**config.mk**
```make
export PLATFORM = sky130hd
export DESIGN_NAME = dma_flag_clear
export DESIGN_NICKNAME = d
export VERILOG_FILES = /design/src/logic/dma_flag_pkg.sv /design/src/logic/dma_chan_flags.sv /design/src/logic/dma_flag_clear.sv
export SDC_FILE = /design/constraint.sdc
export NUM_CORES = 1
export LEC_CHECK = 0
export BUFFER_PORTS_ARGS = -buffer_cell sky130_fd_sc_hd__buf_2
export CORE_ASPECT_RATIO = 1.25
export CORE_MARGIN = 2
export CORE_UTILIZATION = 44
export DETAILED_ROUTE_END_ITERATION = 10
export HOLD_SLACK_MARGIN = 0.08
export PLACE_DENSITY_LB_ADDON = 0.25
export SYNTH_ARGS = -nofsm -noshare
export SYNTH_HDL_FRONTEND = slang
export SYNTH_HIERARCHICAL = 1
export SYNTH_SLANG_ARGS = --single-unit
```
**constraint.sdc**
```tcl
create_clock -name clk_sys -period 1.5 [get_ports clk_sys]
set_input_delay 0.075 -clock clk_sys [delete_from_list [all_inputs] [get_ports clk_sys]]
set_output_delay 0.075 -clock clk_sys [all_outputs]
set_load 0.05 [all_outputs]
```
**src/logic/dma_flag_pkg.sv**
```systemverilog
// Shared constants and carrier types for the DMA event-flag clear block.
// Assumes a single 200 MHz system clock and a plain one-cycle register port.
package dma_flag_pkg;

  // ----------------------------------------------------------------
  // Geometry
  // ----------------------------------------------------------------
  localparam int unsigned DEF_CH_NUM = 7;   // Channels served
  localparam int unsigned FLAG_W     = 4;   // Flags per channel
  localparam int unsigned ADDR_W     = 8;   // Register address width
  localparam int unsigned DATA_W     = 32;  // Register data width

  // ----------------------------------------------------------------
  // Register map (byte addresses)
  // ----------------------------------------------------------------
  localparam logic [ADDR_W-1:0] FLAG_STAT_OFS = 8'h00;  // Flag status, read only
  localparam logic [ADDR_W-1:0] FLAG_CLR_OFS  = 8'h04;  // Flag clear, write only
  localparam logic [ADDR_W-1:0] IRQ_EN_OFS    = 8'h40;  // Interrupt enable, read/write

  // ----------------------------------------------------------------
  // Field positions inside one channel nibble
  // ----------------------------------------------------------------
  localparam int unsigned ERR_POS  = 3;  // Transfer error
  localparam int unsigned HALF_POS = 2;  // Half transfer
  localparam int unsigned DONE_POS = 1;  // Transfer complete
  localparam int unsigned GLOB_POS = 0;  // Global, any of the three

  // ----------------------------------------------------------------
  // Reset values
  // ----------------------------------------------------------------
  localparam logic [DATA_W-1:0] REG_RST_VAL  = 32'h0000_0000;
  localparam logic [FLAG_W-1:0] FLAG_RST_VAL = 4'h0;

  // Events raised by one channel's transfer engine
  typedef struct packed {
    logic err;   // Transfer error pulse
    logic half;  // Half transfer pulse
    logic done;  // Transfer complete pulse
  } chan_evt_s;

  // One register port request
  typedef struct packed {
    logic [ADDR_W-1:0] addr;   // Byte address
    logic [DATA_W-1:0] wdata;  // Write data
    logic              wr;     // Write strobe
    logic              rd;     // Read strobe
  } reg_req_s;

endpackage

```
**src/logic/dma_chan_flags.sv**
```systemverilog
// Four sticky event flags of one DMA channel.
// Assumes event pulses and clear strobes come from logic on clk_sys.
`timescale 1ns/1ps

module dma_chan_flags
  import dma_flag_pkg::*;
(
  input  wire logic              clk_sys,  // System clock
  input  wire logic              nrst,     // Synchronous reset, active low
  input  wire chan_evt_s         evt,      // Event pulses this cycle
  input  wire logic [FLAG_W-1:0] clr,      // Clear strobes, channel nibble
  output logic      [FLAG_W-1:0] flags_q   // Sticky flags
);

  // ----------------------------------------------------------------
  // Next-state terms
  // ----------------------------------------------------------------
  logic              any_evt;   // Any event of this channel
  logic              clr_all;   // Global clear wipes all four
  logic [FLAG_W-1:0] flags_d;   // Next flags

  assign any_evt = evt.err | evt.half | evt.done;
  assign clr_all = clr[GLOB_POS];

  // set wins clear
  // An event in the clearing cycle must not be lost, so set has priority
  assign flags_d[ERR_POS]  = evt.err  | (flags_q[ERR_POS]  & ~(clr[ERR_POS]  | clr_all));
  assign flags_d[HALF_POS] = evt.half | (flags_q[HALF_POS] & ~(clr[HALF_POS] | clr_all));
  assign flags_d[DONE_POS] = evt.done | (flags_q[DONE_POS] & ~(clr[DONE_POS] | clr_all));
  assign flags_d[GLOB_POS] = any_evt  | (flags_q[GLOB_POS] & ~clr_all);

  // ----------------------------------------------------------------
  // Flag storage
  // ----------------------------------------------------------------
  always_ff @(posedge clk_sys) begin
    if (!nrst) begin
      flags_q <= FLAG_RST_VAL;
    end else begin
      flags_q <= flags_d;
    end
  end

endmodule

```
**src/logic/dma_flag_clear.sv**
```systemverilog
// DMA event flags with their write-one-to-clear register and interrupt.
// Assumes a register master on clk_sys and event pulses from the same clock.
`timescale 1ns/1ps

module dma_flag_clear
  import dma_flag_pkg::*;
#(
  parameter int unsigned CH_NUM = DEF_CH_NUM  // Number of channels
)
(
  input  wire logic                     clk_sys,      // System clock, 200 MHz
  input  wire logic                     nrst,         // Synchronous reset, active low
  input  wire reg_req_s                 reg_req,      // Register request
  input  wire chan_evt_s [CH_NUM-1:0]   chan_evt,     // Per-channel event pulses
  output logic      [DATA_W-1:0]        rd_data_q,    // Read data, cycle after read
  output logic      [FLAG_W*CH_NUM-1:0] flag_stat_q,  // Sticky flags, all channels
  output logic      [FLAG_W*CH_NUM-1:0] clr_pulse_q,  // Registered clear strobes
  output logic                          irq_q         // Level interrupt
);

  localparam int unsigned FLAG_BITS = FLAG_W * CH_NUM;  // Used flag bits

  // ----------------------------------------------------------------
  // Elaboration checks
  // ----------------------------------------------------------------
  // Every channel nibble must fit in one data word
  if (CH_NUM < 1 || FLAG_BITS > DATA_W) begin : g_bad_ch_num
    $error("CH_NUM does not fit the register word");
  end

  // ----------------------------------------------------------------
  // Address decode
  // ----------------------------------------------------------------
  logic hit_stat;  // Address selects flag status
  logic hit_clr;   // Address selects flag clear
  logic hit_en;    // Address selects interrupt enable
  logic clr_wr;    // Write to the clear register
  logic en_wr;     // Write to the enable register

  assign hit_stat = (reg_req.addr == FLAG_STAT_OFS);
  assign hit_clr  = (reg_req.addr == FLAG_CLR_OFS);
  assign hit_en   = (reg_req.addr == IRQ_EN_OFS);
  assign clr_wr   = reg_req.wr & hit_clr;
  assign en_wr    = reg_req.wr & hit_en;

  // ----------------------------------------------------------------
  // Clear strobes
  // ----------------------------------------------------------------
  logic [FLAG_BITS-1:0] clr_vec;  // Strobes live only in the write cycle

  // stateless clear strobe
  // Nothing is stored: the write data act for exactly the write cycle,
  // and bits above the channel field never reach any flag
  assign clr_vec = clr_wr ? reg_req.wdata[FLAG_BITS-1:0] : '0;

  // ----------------------------------------------------------------
  // Per-channel flag cells
  // ----------------------------------------------------------------
  // one nibble per channel
  // channels 7 to 1
  // Channel n takes nibble n-1: error, half, complete, global from high to low
  for (genvar ch = 0; ch < CH_NUM; ch++) begin : g_chan
    dma_chan_flags u_flags (
      .clk_sys (clk_sys),
      .nrst    (nrst),
      .evt     (chan_evt[ch]),
      .clr     (clr_vec[FLAG_W*ch +: FLAG_W]),
      .flags_q (flag_stat_q[FLAG_W*ch +: FLAG_W])
    );
  end

  // ----------------------------------------------------------------
  // Interrupt enable register
  // ----------------------------------------------------------------
  logic [FLAG_BITS-1:0] irq_en_q;  // One enable per flag

  always_ff @(posedge clk_sys) begin
    if (!nrst) begin
      irq_en_q <= REG_RST_VAL[FLAG_BITS-1:0];
    end else if (en_wr) begin
      irq_en_q <= reg_req.wdata[FLAG_BITS-1:0];
    end
  end

  // ----------------------------------------------------------------
  // Interrupt output
  // ----------------------------------------------------------------
  logic irq_d;  // Any enabled flag set

  // Follows the flags one cycle late; the trade keeps the pin glitch free
  assign irq_d = |(flag_stat_q & irq_en_q);

  always_ff @(posedge clk_sys) begin
    if (!nrst) begin
      irq_q <= 1'b0;
    end else begin
      irq_q <= irq_d;
    end
  end

  // ----------------------------------------------------------------
  // Registered clear strobes toward the flag consumers
  // ----------------------------------------------------------------
  always_ff @(posedge clk_sys) begin
    if (!nrst) begin
      clr_pulse_q <= REG_RST_VAL[FLAG_BITS-1:0];
    end else begin
      clr_pulse_q <= clr_vec;
    end
  end

  // ----------------------------------------------------------------
  // Read path
  // ----------------------------------------------------------------
  logic [DATA_W-1:0] stat_word;  // Flags zero extended
  logic [DATA_W-1:0] en_word;    // Enables zero extended
  logic [DATA_W-1:0] rd_data_d;  // Selected read word

  assign stat_word = {{(DATA_W-FLAG_BITS){1'b0}}, flag_stat_q};
  assign en_word   = {{(DATA_W-FLAG_BITS){1'b0}}, irq_en_q};
  // Clear register and unmapped addresses read as zero
  assign rd_data_d = !reg_req.rd ? REG_RST_VAL :
                     hit_stat    ? stat_word   :
                     hit_en      ? en_word     : REG_RST_VAL;

  // Data stand only in the cycle after the read strobe
  always_ff @(posedge clk_sys) begin
    if (!nrst) begin
      rd_data_q <= REG_RST_VAL;
    end else begin
      rd_data_q <= rd_data_d;
    end
  end

  // ----------------------------------------------------------------
  // Assertions
  // ----------------------------------------------------------------
  localparam int unsigned TOP = FLAG_W * (CH_NUM - 1);  // Last channel nibble base

  a_last_err_clear:
    assert property (@(posedge clk_sys) disable iff (!nrst)
      (clr_wr && reg_req.wdata[TOP+ERR_POS] && !chan_evt[CH_NUM-1].err)
      |=> !flag_stat_q[TOP+ERR_POS])
    else $error("error flag not cleared by write of one");

  a_last_half_clear:
    assert property (@(posedge clk_sys) disable iff (!nrst)
      (clr_wr && reg_req.wdata[TOP+HALF_POS] && !chan_evt[CH_NUM-1].half)
      |=> !flag_stat_q[TOP+HALF_POS])
    else $error("half flag not cleared by write of one");

  a_last_done_clear:
    assert property (@(posedge clk_sys) disable iff (!nrst)
      (clr_wr && reg_req.wdata[TOP+DONE_POS] && !chan_evt[CH_NUM-1].done)
      |=> !flag_stat_q[TOP+DONE_POS])
    else $error("complete flag not cleared by write of one");

  a_last_all_clear:
    assert property (@(posedge clk_sys) disable iff (!nrst)
      (clr_wr && reg_req.wdata[TOP+GLOB_POS] && chan_evt[CH_NUM-1] == '0)
      |=> flag_stat_q[TOP +: FLAG_W] == '0)
    else $error("global clear left a flag set");

  for (genvar ch = 0; ch < CH_NUM; ch++) begin : g_chk
    a_zero_keeps_err:
      assert property (@(posedge clk_sys) disable iff (!nrst)
        (clr_wr && flag_stat_q[FLAG_W*ch+ERR_POS]
         && !reg_req.wdata[FLAG_W*ch+ERR_POS] && !reg_req.wdata[FLAG_W*ch+GLOB_POS])
        |=> flag_stat_q[FLAG_W*ch+ERR_POS])
      else $error("error flag lost on write of zero");
    a_own_bit_clears:
      assert property (@(posedge clk_sys) disable iff (!nrst)
        (clr_wr && reg_req.wdata[FLAG_W*ch+DONE_POS] && !chan_evt[ch].done)
        |=> !flag_stat_q[FLAG_W*ch+DONE_POS])
      else $error("complete flag of a channel not cleared");

    a_err_flag_holds:
      assert property (@(posedge clk_sys) disable iff (!nrst)
        (flag_stat_q[FLAG_W*ch+ERR_POS] && !clr_vec[FLAG_W*ch+ERR_POS] && !clr_vec[FLAG_W*ch+GLOB_POS])
        |=> flag_stat_q[FLAG_W*ch+ERR_POS])
      else $error("error flag dropped without a clear");

    // no set without event
    // A cell that rises without an event would still pass every hold check
    a_err_no_spurious:
      assert property (@(posedge clk_sys) disable iff (!nrst)
        (!flag_stat_q[FLAG_W*ch+ERR_POS] && !chan_evt[ch].err)
        |=> !flag_stat_q[FLAG_W*ch+ERR_POS])
      else $error("error flag rose without an event");

    a_glob_flag_holds:
      assert property (@(posedge clk_sys) disable iff (!nrst)
        (flag_stat_q[FLAG_W*ch+GLOB_POS] && !clr_vec[FLAG_W*ch+GLOB_POS])
        |=> flag_stat_q[FLAG_W*ch+GLOB_POS])
      else $error("global flag dropped without a clear");

    // global clears nibble
    // Checked only without events, since a set wins over the clear
    a_glob_clears_nibble:
      assert property (@(posedge clk_sys) disable iff (!nrst)
        (clr_wr && reg_req.wdata[FLAG_W*ch+GLOB_POS] && chan_evt[ch] == '0)
        |=> flag_stat_q[FLAG_W*ch +: FLAG_W] == '0)
      else $error("global clear left a flag of a channel set");
  end

  a_event_sets_flag:
    assert property (@(posedge clk_sys) disable iff (!nrst)
      chan_evt[0].err |=> flag_stat_q[ERR_POS] ##1
      (flag_stat_q[ERR_POS] || $past(clr_wr)))
    else $error("error flag not set or not held");

  a_global_on_event:
    assert property (@(posedge clk_sys) disable iff (!nrst)
      (chan_evt[CH_NUM-1] != '0) |=> flag_stat_q[TOP+GLOB_POS])
    else $error("global flag missed a channel event");

  a_strobe_one_cycle:
    assert property (@(posedge clk_sys) disable iff (!nrst)
      !clr_wr |=> clr_pulse_q == '0)
    else $error("clear strobe outlived its write");

  // Interrupt level tracks enabled flags
  a_irq_tracks_flags:
    assert property (@(posedge clk_sys) disable iff (!nrst)
      irq_d |=> irq_q)
    else $error("interrupt missed an enabled flag");

  // ----------------------------------------------------------------
  // Interrupt, read path and strobe checks
  // ----------------------------------------------------------------
  // Interrupt falls once no enabled flag is set
  // A stuck level would keep software in its handler forever
  a_irq_falls_clear:
    assert property (@(posedge clk_sys) disable iff (!nrst)
      !irq_d |=> !irq_q)
    else $error("interrupt stayed high with no enabled flag");

  // Read data stand one cycle only
  // Holding the word longer would alias it onto the next read
  a_rd_idle_zero:
    assert property (@(posedge clk_sys) disable iff (!nrst)
      !reg_req.rd |=> rd_data_q == REG_RST_VAL)
    else $error("read data present without a read");

  a_rd_clr_zero:
    assert property (@(posedge clk_sys) disable iff (!nrst)
      (reg_req.rd && hit_clr)
      |=> rd_data_q == REG_RST_VAL)
    else $error("clear register read back nonzero");

  // status read back
  // The word shows the flags as they stood at the read strobe
  a_rd_stat_value:
    assert property (@(posedge clk_sys) disable iff (!nrst)
      (reg_req.rd && hit_stat)
      |=> rd_data_q[FLAG_BITS-1:0] == $past(flag_stat_q))
    else $error("status read differs from the flags");

  // reserved bits ignored
  // Only with no event, so a set cannot mask a stray clear
  a_reserved_ignored:
    assert property (@(posedge clk_sys) disable iff (!nrst)
      (clr_wr && reg_req.wdata[FLAG_BITS-1:0] == '0 && chan_evt == '0)
      |=> flag_stat_q == $past(flag_stat_q))
    else $error("write of reserved bits changed a flag");

  a_strobe_copies:
    assert property (@(posedge clk_sys) disable iff (!nrst)
      clr_wr
      |=> clr_pulse_q == $past(reg_req.wdata[FLAG_BITS-1:0]))
    else $error("clear strobe differs from the written word");

endmodule

```
# Word level (Yosys, flattened, before mapping)
# Cells that the tools add are included.
[word_totals]
latchBits = 0
elab_cells = 145
mem_bits_rw = 0
memories = 0
ff_bits = 117
romBits = 0
output_inout_bits = 89
[classes]
order_cmp = 0
add_sub_neg = 0
mul = 0
bitwise_logic = 124
div = 0
n_shift = 0
reduce_logical = 4
muxes = 3
n_eq_ne = 2
[op_table]
columns = ["op", "n"]
rows = [
  ["$mux 28", 3],
  ["$or 1x1->1", 63],
  ["$and 1x1->1", 30],
  ["$not 1->1", 30],
  ["$and 28x28->28", 1],
  ["$reduce_or 28->1", 1],
  ["$eq 8x3->1 const B", 1],
  ["$eq 8x7->1 const B", 1],
  ["$logic_not 8->1", 1],
  ["$reduce_or 3->1", 1],
  ["$reduce_and 2->1", 1],
]

# Depth between registers and ports, before layout
# Gate-level depths: netlist (run 1).
[depth]
depth_word = 7
mapped_depth = 7
depth_no_buf = 5

# By module
# Netlist (run 1), hierarchy kept.
[modules_own_cells]
columns = ["module", "area_each_um2", "cells_per_inst", "instances"]
rows = [
  ["dma_flag_clear", 3216.8, 337, 1],
  ["dma_chan_flags", 142.6, 12, 7],
]

# Worst setup path after synthesis (run 1)
# Ideal clock, no wire load.
[synth_timing]
path_kind = "input to register"
startpoint = "input reg_req[35] in the netlist's numbering"
endpoint = "register g_chan[2].u_flags.flags_q[0]"
path_stages = 7
slack_ns = -0.020
arrival_time_ns = 1.395
required_time_ns = 1.375
path_buffers = 2
cell_sequence = "nor4_4 > and4b_1 > buf_4 > buf_4 > and2_1 > nor2b_1 > o41a_1"
[synth_via]
elab_chain_cells = 6
[synth_rtl]
columns = ["element", "line", "source"]
rows = [
  ["from (decl)", "dma_flag_clear.sv:13", "input wire reg_req_s reg_req,"],
  ["$eq 8x3->1", "dma_flag_clear.sv:41", "assign hit_clr = (reg_req.addr == FLAG_CLR_OFS);"],
  ["$and 1x1->1", "dma_flag_clear.sv:43", "assign clr_wr = reg_req.wr & hit_clr;"],
  ["$mux 28", "dma_flag_clear.sv:54", "assign clr_vec = clr_wr ? reg_req.wdata[FLAG_BITS-1:0] : '0;"],
  ["named net clr_vec[8]", "dma_flag_clear.sv:49", "logic [FLAG_BITS-1:0] clr_vec;"],
  ["$not 1->1", "dma_chan_flags.sv:30", "assign flags_d[GLOB_POS] = any_evt | (flags_q[GLOB_POS] & ~clr_all);"],
  ["$and 1x1->1", "dma_chan_flags.sv:30", ""],
  ["$or 1x1->1", "dma_chan_flags.sv:30", ""],
  ["to (signal assigned)", "dma_chan_flags.sv:39", "flags_q <= flags_d;"],
  ["to (decl)", "dma_chan_flags.sv:12", "output logic [FLAG_W-1:0] flags_q"],
]
# The timed path passes the listed nets, and every way through them passes these cells.
# A chain may end at the register's enable or synchronous reset.

# Final worst setup path (run 1)
[layout_timing]
startpoint = "register g_chan[0].u_flags.flags_q[2]"
endpoint = "register irq_q"
[layout_via]
elab_chain_cells = 2
[layout_rtl]
columns = ["element", "line", "source"]
rows = [
  ["from (decl)", "dma_chan_flags.sv:12", ""],
  ["from (signal assigned)", "dma_chan_flags.sv:39", ""],
  ["$and 28x28->28", "dma_flag_clear.sv:91", "assign irq_d = |(flag_stat_q & irq_en_q);"],
  ["$reduce_or 28->1", "dma_flag_clear.sv:91", ""],
  ["to (signal assigned)", "dma_flag_clear.sv:97", "irq_q <= irq_d;"],
  ["to (decl)", "dma_flag_clear.sv:18", "output logic irq_q"],
]
# No other way between the ends.

==> flow_metrics.py, run 1 <==
metrics = {
    "run_status": {
        "status": "finished clean",
    },
    "final_layout": {
        "drive_above_1_share": 0.3115,
        "final_nets": 694,
        "instances_no_fill": 765,
        "areaGrowthSynthToFinish_pct": 48.74,
        "n_antenna_cell": 0,
    },
    "synth": {
        "syn_area_um2": 4215,
        "yosys.area_share.xor_xnor": 0,
        "synth_cell_types": 30,
        "synth_compound_area_frac": 0.1175,
        "yosys.area_share.simple": 0.2345,
        "synthAdderAreaFrac": 0,
        "synth_mux_area_frac": 0.06649,
        "synth.avg_cell_area_um2": 10.01,
        "netlist_instances": 421,
        "synth_warnings": 6,
        "synth_top_family_by_area": "simple AND/OR/NAND/NOR gates",
        "ys_seq_area_frac": 0.5367,
        "synth.ff_latch_count": 113,
    },
    "grt": {
        "grt_pass1_wl_um": 18290,
        "gr-total-overflow": 0,
        "antenna_found_initial": 0,
        "track_usage": 0.2291,
        "grt_use_met2": 0.3951,
        "grt_pass1_vias": 3760,
        "grt_start_max_net_pins": 114,
        "grt-busiest-layer": "met2",
        "grt_use_met3": 0.06407,
        "grtUsageMet1": 0.2661,
    },
    "setup_path": {
        "rrSetupSlack_ps": 130,
        "timing.reg2reg.worst_path_depth": 4,
        "worst_setup_path_start_kind": "flop",
        "crit_type": "reg2reg",
        "crit_end": "irq_q$_SDFF_PN0_",
        "r2r-start": "g_chan[0].u_flags/flags_q[2]$_SDFF_PN0_",
        "arrival_ps": 1670,
        "end_kind": "flop",
        "critPathLaunch": "g_chan[0].u_flags/flags_q[2]$_SDFF_PN0_",
        "crit_fanout": 4,
        "required_ps": 1800,
        "reg2reg_to": "irq_q$_SDFF_PN0_",
    },
    "sta": {
        "setup_viol": 0,
        "slew_viol_final": 0,
        "max_slew.worst_pin.slew_ps": 518.4,
        "clock_skew_ps": 6.292,
        "timing.final.crit_share": 0.9151,
        "hold_viol_final": 0,
        "fin_crit_ps": 1373,
        "maxSlewHeadroom": 0.6544,
        "rsz0062_at_grt": "no",
        "timing.fmax_mhz": 728.5,
    },
    "power": {
        "p_total_mw": 8.230,
        "pwr-share-seq": 0.379,
        "power.density_nw_per_um2": 1313,
        "swShare": 0.2209,
        "clockPowerShare": 0.534,
        "peakVddDrop_mv": 0.8848,
        "internal-power_mw": 6.412,
        "p_leak_nw": 2.987,
        "power_switching_mw": 1.818,
        "power_frac_comb": 0.087,
    },
    "drt": {
        "drtAntennaViolNets": 0,
        "initialDrtViolationCount": 169,
        "routed_wl_um": 11770,
        "viasPerCell": 5.078,
        "vias": 3885,
        "drc_errors": 0,
        "wl_per_cell_um": 15.39,
        "firstDrtPassIters": 4,
    },
    "place": {
        "gp_congestion": 0.8322,
        "numPortBuffers": 145,
        "hpwl_um": 7453,
        "placed_cells": 684,
    },
    "min_path": {
        "worst_hold_startpoint": "nrst",
        "hp-class": "in2reg",
    },
    "cts": {
        "h-tree-depth": 4,
        "cts_tree": "built",
        "cts_sinks": 113,
        "cts_resized": 0,
        "clk_path_buf_depth": 2,
        "cts_buffers": 17,
        "clk_latency_ps": 410,
        "cts_setup_buffers": 0,
        "cts.clk_slew.worst_paths_ps": 50,
        "clockRootBuffer": "clkbuf_16",
    },
    "die": {
        "io_pins": 154,
        "core_area_um2": 9223,
        "initial_core_util": 0.4571,
        "rows": 39,
        "die_x_um": 91.55,
        "die_area_um2": 10380,
        "die_h_um": 113.4,
    },
    "flow_run": {
        "cap_violations": 0,
    },
}
==> cells in the mapped netlist, drive strengths merged <==
| library cell | instances | area, um2 |
|---|---|---|
| a22oi | 10 | 75.07 |
| nor3 | 1 | 5.000 |
| and4b | 1 | 10.01 |
| o21ai | 28 | 140.1 |
| nor3b | 22 | 165.2 |
| a221oi | 2 | 17.52 |
| nor4 | 1 | 21.27 |
| o21a | 21 | 157.7 |
| mux2i | 28 | 280.3 |
| nor2 | 28 | 105.1 |
| a22o | 2 | 17.52 |
| and2 | 28 | 175.2 |
| nand4 | 3 | 18.77 |
| and3 | 28 | 175.2 |
| clkbuf | 9 | 35.03 |
| buf | 21 | 150.1 |
| nor2b | 7 | 43.79 |
| nand4b | 1 | 8.760 |
| nand2 | 29 | 108.9 |
| nand3 | 28 | 140.1 |
| dfxtp | 113 | 2262 |
| conb | 1 | 3.750 |
| o41a | 7 | 78.83 |
| nand3b | 1 | 11.26 |
| o31a | 1 | 8.760 |
==> worst max-delay path: stages, from the launching register on <==
cell	delay, ps
dfxtp_1	330
a22o_1	260
a221oi_1	230
nand4_1	130
o31a_1	310
==> state kept, by name, summed over array words and instances, names as in the netlist <==
signal and cells:
irq_q 1, g_chan.u_flags/flags_q 28, clr_pulse_q 28, rd_data_q 28, irq_en_q 28
==> cell usage in the layout, fill, tap and decap left out, types with 4 or more instances in the layout <==
cell type / Yosys / final
o21ai_1: 10 / 10
and3_1: 28 / 28
buf_2: 6 / 144
and2_1: 28 / 28
dfxtp_1: 113 / 113
a22oi_1: 10 / 10
nand2_1: 29 / 29
bufinv_16: 0 / 5
mux2i_1: 28 / 28
o21ai_0: 18 / 18
nor3b_1: 22 / 22
o41a_1: 7 / 7
o21a_1: 21 / 21
buf_4: 7 / 20
clkbuf_16: 0 / 17
nor2b_1: 7 / 7
clkinv_2: 0 / 5
conb_1: 1 / 4
dlygate4sd3_1: 0 / 49
nand3_1: 28 / 28
nor2_1: 28 / 28
==> how the worst min path moves through the flow <==
| stage | end | slack (ps) | cells past startpoint |
|---|---|---|---|
| final | g_chan[1].u_flags/flags_q[2]$_SDFF_PN0_ | 240 | 3 |
| after global placement | g_chan[1].u_flags/flags_q[2]$_SDFF_PN0_ | 300 | 2 |
| after global routing | g_chan[2].u_flags/flags_q[1]$_SDFF_PN0_ | 240 | 3 |
| after floorplan | g_chan[0].u_flags/flags_q[1]$_SDFF_PN0_ | 190 | 1 |
| after detailed placement | g_chan[2].u_flags/flags_q[1]$_SDFF_PN0_ | 310 | 2 |
| after CTS | g_chan[6].u_flags/flags_q[3]$_SDFF_PN0_ | 220 | 3 |
==> logic make-up after synthesis <==
group | after synthesis
AND/OR/NAND/NOR | 178
flip-flops | 113
AO/OA/AOI/OAI | 71
buffers and inverters | 30
multiplexers | 28
other | 1
==> power by group through the flow <==
stage / clock, mW / sequential (mW) / combinational (mW)
after global placement: 0 / 3.18 / 0.602
after detailed placement: 0 / 3.18 / 0.609
final: 4.39 / 3.12 / 0.716
after global routing: 4.61 / 3.13 / 0.758
after floorplan: 0 / 3.35 / 0.210
after CTS: 4.45 / 3.12 / 0.709
==> area by class of cell <==
cell class                      instances  area, um2
Tap cell                              123      153.9
Timing Repair Buffer                  216       1421
Sequential cell                       113       2262
Clock inverter                         11      182.7
Multi-Input combinational cell        281       1779
Fill cell                             727       2953
Clock buffer                           21      470.5
==> per-layer routing <==
layer  up-vias  part of all wire
met2       128              0.51
met5         -                 0
met3        14             0.045
met1      1848              0.43
li1       1895                 -
met4         0             0.012
==> timing repair <==
item,CTS,global route
endpoints found under the setup margin,0,0
hold buffers,49,0
endpoints found under the hold margin,84,0
==> per-stage QoR <==
step / instance area [um2] / setup slack [ps] / utilization / hold slack [ps] / TNS (ps)
floorplan: 4227 / -20.32 / - / 192.7 / -101.6
global placement: 5126 / -35.81 / 0.5558 / 302.9 / -108.9
detailed placement: 5126 / -76.55 / 0.5558 / 307.0 / -1116
CTS: 6270 / 120.6 / 0.6798 / 223.7 / 0
global route: 6270 / 94.05 / 0.6798 / 244.6 / 0
finish: 6270 / 127.4 / 0.6798 / 239.5 / 0
Power figures use the tool's default switching activity.
==> run 2: changes to the inputs <==
Settings changed: CORE_ASPECT_RATIO 1.25 to default, CORE_UTILIZATION 44 to 46, CTS_BUF_LIST from default to sky130_fd_sc_hd__clkbuf_2 sky130_fd_sc_hd__clkbuf_4 sky130_fd_sc_hd__clkbuf_8, SYNTH_HIERARCHICAL 1 to default.
==> run 2 against run 1 <==
Compared with the run above: routed wire length shrank 0.17%; flip-flop and latch count stayed put; clock skew about the same; core utilization shrank 0.52 points; die area decreased by 5.6%; highest routed layer unchanged; combinational power is 1% higher; first-iteration DRC count increased by 25%.
==> flow_metrics.py, run 2 <==
metrics = {
    "run_status": {
        "status": "finished clean",
    },
    "setup_path": {
        "required_ps": 1810,
        "crit_fanout": 4,
        "end_kind": "flop",
        "worst_setup_path_start_kind": "flop",
        "timing.reg2reg.worst_path_depth": 4,
        "crit_type": "reg2reg",
        "arrival_ps": 1680,
    },
    "cts": {
        "cts_tree": "built",
        "cts_buffers": 17,
        "cts_sinks": 113,
        "clk_latency_ps": 420,
        "clk_path_buf_depth": 2,
        "h-tree-depth": 4,
        "cts.clk_slew.worst_paths_ps": 70,
        "clockRootBuffer": "clkbuf_8",
        "cts_setup_buffers": 0,
    },
    "min_path": {
        "hold-path-cell-count": 4,
        "hp-class": "in2reg",
    },
    "synth": {
        "synth_top_area_frac": 0.5446,
        "netlist_instances": 449,
        "ys_seq_area_frac": 0.5446,
        "yosys.area_share.xor_xnor": 0,
        "synth_mux_area_frac": 0.06747,
        "yosysTopAreaCell": "dfxtp_1",
        "synth.avg_cell_area_um2": 9.252,
        "yosysMostFrequentCell": "dfxtp_1",
        "synth_cell_types": 28,
        "synth_top_family_by_area": "simple AND/OR/NAND/NOR gates",
        "synthArstFlopShare": 0,
        "synth.area.top_cells": "dfxtp_1 (54%), o21ai_0 (8.4%), mux2i_1 (6.7%)",
        "yosys.area_share.simple": 0.1687,
        "synthAdderAreaFrac": 0,
        "synth_compound_area_frac": 0.1678,
        "synth.ff_latch_count": 113,
        "synth_warnings": 0,
        "synthFlopType": "dfxtp_1",
        "synth-edff-count": 0,
        "synth_common_cells": "dfxtp_1 (113), o21ai_0 (70), nor2_1 (50)",
        "syn_area_um2": 4154,
    },
    "power": {
        "clockPowerShare": 0.425,
        "p_total_mw": 6.675,
        "pwr-share-seq": 0.466,
        "power.density_nw_per_um2": 1135,
        "power_switching_mw": 1.717,
        "power_frac_comb": 0.109,
        "p_leak_nw": 2.709,
        "peakVddDrop_mv": 0.6180,
        "internal-power_mw": 4.958,
        "swShare": 0.2572,
    },
    "die": {
        "rows": 34,
        "die_area_um2": 9807,
        "die_h_um": 99.03,
        "initial_core_util": 0.4763,
        "io_pins": 154,
        "core_area_um2": 8721,
        "die_x_um": 99.03,
    },
    "final_layout": {
        "n_antenna_cell": 0,
        "layout.cells.most_common": "buf_2",
        "final_nets": 711,
        "drive_above_1_share": 0.2959,
        "stdcell_area_um2": 5883,
        "seqCellArea_um2": 2262,
        "fillers": 683,
        "fin_util": 0.6746,
        "multi_input_area_um2": 1702,
        "areaGrowthSynthToFinish_pct": 41.63,
        "final_cell_mix": "buf_2 (145), dfxtp_1 (113), o21ai_0 (70), nor2_1 (50), dlygate4sd3_1 (49)",
    },
    "sta": {
        "fin_setup_tns_ps": 0,
        "maxSlewHeadroom": 0.6380,
        "slew_viol_final": 0,
        "timing.final.crit_share": 0.9129,
        "fin_crit_ps": 1369,
        "clock_skew_ps": 6.460,
        "setup_viol": 0,
        "whs_ps": 182.5,
        "hold_viol_final": 0,
        "rsz0062_at_grt": "no",
        "timing.fmax_mhz": 730.3,
        "max_slew.worst_pin.slew_ps": 543.0,
    },
    "drt": {
        "drc_errors": 0,
        "drtAntennaViolNets": 0,
        "firstDrtPassIters": 5,
        "routed_wl_um": 11750,
        "viasPerCell": 5.218,
        "vias": 4002,
        "initialDrtViolationCount": 212,
        "wl_per_cell_um": 15.32,
    },
    "grt": {
        "track_usage": 0.2437,
        "grt_pass1_wl_um": 18820,
        "antenna_found_initial": 0,
        "gr-total-overflow": 0,
        "grt_start_max_net_pins": 86,
        "grt_pass1_vias": 3923,
    },
    "place": {
        "hpwl_um": 7519,
        "gp_congestion": 0.8151,
        "place_area_um2": 4987,
        "numPortBuffers": 145,
    },
    "flow_run": {
        "cap_violations": 0,
    },
}
==> run 2: cell count changes in the layout (fill, tap and decap cells not counted), moves of 10 or more <==
cell and delta:
o21a_1 -21, a21oi_1 +21, and3_1 -27, clkbuf_16 -17, nor2_1 +22, o21ai_1 -10, nor3b_1 -22, clkbuf_8 +17
o21ai_0 +52
==> run 2: what timing repair did <==
item	in CTS	in global routing
gates resized for setup	0	1
endpoints found under the setup margin	0	1
hold endpoints to repair	84	0
hold buffers	49	0
==> run 2: power by group through the flow <==
stage | Combinational (mW) | Sequential [mW] | Clock, mW
floorplan | 0.212 | 3.35 | 0
global placement | 0.609 | 3.18 | 0
detailed placement | 0.617 | 3.18 | 0
CTS | 0.719 | 3.11 | 2.88
global route | 0.777 | 3.12 | 3.02
finish | 0.726 | 3.11 | 2.84
==> run 2: cells by family (layout without fill, tap and decap cells) <==
| kind of cell | Yosys count | count (layout) |
|---|---|---|
| other | 1 | 4 |
| multiplexers | 28 | 28 |
| AO/OA/AOI/OAI | 120 | 120 |
| flip-flops | 113 | 113 |
| buffers and inverters | 40 | 247 |
| AND/OR/NAND/NOR | 147 | 147 |
==> run 2: metal layers <==
metal / global-route usage / wire [um]
met1: 0.2965 / 4918
met2: 0.4101 / 5792
met3: 0.06809 / 802
met4: 0.09273 / 240
met5: 0 / 0
==> run 2: worst paths after layout <==
check	startpoint	to	slack (ps)
hold reg to reg	irq_en_q[24]$_SDFFE_PN0P_	irq_en_q[24]$_SDFFE_PN0P_	490
hold / removal	reg_req[36]	rd_data_q[18]$_SDFF_PN0_	180
setup / recovery	g_chan[4].u_flags.flags_q[3]$_SDFF_PN0_	irq_q$_SDFF_PN0_	130
setup reg to reg	g_chan[4].u_flags.flags_q[3]$_SDFF_PN0_	irq_q$_SDFF_PN0_	130
==> run 2: layout make-up <==
class | count | area share
multi-input combinational | 299 | 0.2892
tap | 108 | 0.02297
timing repair buffer | 208 | 0.2310
inverter | 7 | 0.004466
clock inverter | 10 | 0.01850
clock buffer | 22 | 0.04934
sequential | 113 | 0.3845
==> run 2: worst max-delay path, cell delays in order (launching register included) <==
cell	delay, ps
dfxtp_1	330
a22o_1	280
a221oi_1	220
nand4_1	120
o31a_1	310
==> run 2: metrics by stage <==
| step | cells | setup WS, ps |
|---|---|---|
| 2_1_floorplan | 452 | 25.34 |
| 3_3_place_gp | 686 | 128.0 |
| 3_5_place_dp | 686 | 62.52 |
| 4_1_cts | 767 | 82.33 |
| 5_1_grt | 767 | 6.391 |
| 6_report | 767 | 130.6 |
==> run 3: changes to the inputs <==
Settings changed: REMOVE_ABC_BUFFERS from default to 1, SYNTH_HIERARCHICAL from default to 1.
==> run 3 against run 2 <==
Compared with the run above: routed wire length shrank 0.25%; sequential power is essentially flat; critical path depth grew 1.
==> flow_metrics.py, run 3 (synthesis results as in run 1) <==
metrics = {
    "run_status": {
        "status": "finished clean",
    },
    "setup_path": {
        "crit_type": "reg2reg",
        "rrSetupSlack_ps": 150,
        "reg2reg_to": "irq_q$_SDFF_PN0_",
        "timing.reg2reg.worst_path_depth": 5,
        "required_ps": 1810,
        "crit_fanout": 2,
        "worst_setup_path_start_kind": "flop",
        "end_kind": "flop",
        "arrival_ps": 1650,
        "r2r-start": "g_chan[6].u_flags/flags_q[0]$_SDFF_PN0_",
    },
    "grt": {
        "grt_use_met2": 0.4231,
        "track_usage": 0.2408,
        "grt_pass1_wl_um": 18730,
        "antenna_found_initial": 0,
        "grtUsageMet1": 0.2790,
        "gr-total-overflow": 0,
        "grt_use_met3": 0.05060,
        "grt_start_max_net_pins": 91,
        "grt-busiest-layer": "met2",
        "grt_pass1_vias": 3856,
    },
    "sta": {
        "setup_viol": 0,
        "slew_viol_final": 0,
        "clock_skew_ps": 8.901,
        "timing.final.crit_share": 0.8972,
        "timing.fmax_mhz": 743.0,
        "fin_crit_ps": 1346,
        "rsz0062_at_grt": "no",
        "whs_ps": 178.1,
        "setup_slack_ps": 154.2,
        "hold_viol_final": 0,
        "fin_setup_tns_ps": 0,
    },
    "cts": {
        "clk_latency_ps": 420,
        "cts_sinks": 113,
        "cts_tree": "built",
        "clk_path_buf_depth": 2,
        "clockRootBuffer": "clkbuf_8",
        "cts.clk_slew.worst_paths_ps": 70,
        "h-tree-depth": 4,
        "cts_buffers": 17,
    },
    "drt": {
        "drc_errors": 0,
        "viasPerCell": 5.114,
        "wl_per_cell_um": 15.51,
        "routed_wl_um": 11720,
        "drtAntennaViolNets": 0,
        "firstDrtPassIters": 4,
        "initialDrtViolationCount": 161,
        "vias": 3866,
    },
    "die": {
        "core_area_um2": 8806,
        "die_area_um2": 9945,
        "die_x_um": 99.73,
        "die_h_um": 99.73,
        "io_pins": 154,
        "rows": 34,
        "initial_core_util": 0.4787,
    },
    "place": {
        "placed_cells": 675,
        "gp_congestion": 0.8431,
        "numPortBuffers": 145,
        "hpwl_um": 7565,
        "pre_cts_slack_ps": -85.19,
    },
    "final_layout": {
        "n_antenna_cell": 0,
        "fin_util": 0.6908,
        "layout.cells.most_common": "buf_2",
        "instances_no_fill": 756,
        "final_nets": 700,
        "areaGrowthSynthToFinish_pct": 44.32,
        "final_cell_mix": "buf_2 (144), dfxtp_1 (112), dlygate4sd3_1 (49), nand2_1 (29)",
        "drive_above_1_share": 0.3241,
    },
    "min_path": {
        "hold_end": "g_chan[3].u_flags/flags_q[3]$_SDFF_PN0_",
        "hp-class": "in2reg",
        "hold-path-cell-count": 3,
        "worst_hold_startpoint": "nrst",
    },
    "flow_run": {
        "cap_violations": 0,
    },
    "power": {
        "power.density_nw_per_um2": 1139,
        "p_leak_nw": 2.920,
        "peakVddDrop_mv": 0.5514,
    },
}
==> run 3: cell count changes in the layout (fill, tap and decap cells not counted), sizes merged, moves of 2 or more <==
| cell | previous run | this run |
|---|---|---|
| o21ai | 70 | 28 |
| and3 | 1 | 28 |
| nor2 | 51 | 28 |
| nor3b | 0 | 22 |
| a21oi | 21 | 0 |
| o21a | 0 | 21 |
| buf | 159 | 173 |
| a31oi | 7 | 0 |
| inv | 7 | 0 |
| nor2b | 2 | 7 |
| bufinv | 2 | 4 |
| nand4 | 5 | 3 |
==> run 3: worst max-delay path: stages, from the launching register on <==
cell	delay, ps
dfxtp_1	310
a22o_1	240
a221oi_2	180
buf_4	150
nand4_1	100
o31a_1	250
==> run 3: power by group <==
| part | leakage [nW] | total (mW) | internal [mW] | switching, mW |
|---|---|---|---|---|
| Sequential | 0.920 | 3.11 | 3.06 | 0.0544 |
| Combinational | 1.78 | 0.726 | 0.298 | 0.428 |
| Clock | 0.224 | 3.10 | 1.90 | 1.20 |
==> run 3: worst max-delay path by stage <==
stage	end	startpoint	cells past startpoint	slack, ps
after detailed placement	g_chan[6].u_flags/flags_q[0]$_SDFF_PN0_	reg_req[41]	7	-90
after floorplan	irq_en_q[0]$_SDFFE_PN0P_	reg_req[35]	4	-620
after CTS	irq_q$_SDFF_PN0_	g_chan[6].u_flags/flags_q[0]$_SDFF_PN0_	5	20
final	irq_q$_SDFF_PN0_	g_chan[6].u_flags/flags_q[0]$_SDFF_PN0_	5	150
after global routing	irq_q$_SDFF_PN0_	irq_en_q[24]$_SDFFE_PN0P_	5	50
after global placement	irq_q$_SDFF_PN0_	g_chan[6].u_flags/flags_q[0]$_SDFF_PN0_	5	-30
==> run 3: through the flow <==
step           power [mW]  instance area (um2)
3_5_place_dp        3.795                 5154
2_1_floorplan       3.508                 4041
4_1_cts             6.976                 6082
3_3_place_gp        3.785                 5154
5_1_grt             7.165                 6083
6_report            6.932                 6083
==> run 3: what timing repair did <==
action / CTS / global route
pin swaps: 0 / 1
hold buffers: 49 / 0
gates resized for setup: 1 / 1
gates cloned: 0 / 0
endpoints found under the hold margin: 84 / 0
setup endpoints to repair: 1 / 1
buffers inserted: 0 / 0
==> run 3: cell type report <==
type,instances,area (um2)
fillers,701,2723
flip-flops and latches,113,2263
multi-input cells,281,1787
repair buffers,222,1466
clock buffers,21,270.3
clock inverters,11,161.4
well taps,108,135.1
==> run 3: layer usage <==
layer  routed length [um]  share of wire
met3                  443          0.038
met1                 5073           0.43
met4                  256          0.022
met5                    0              0
met2                 5951           0.51
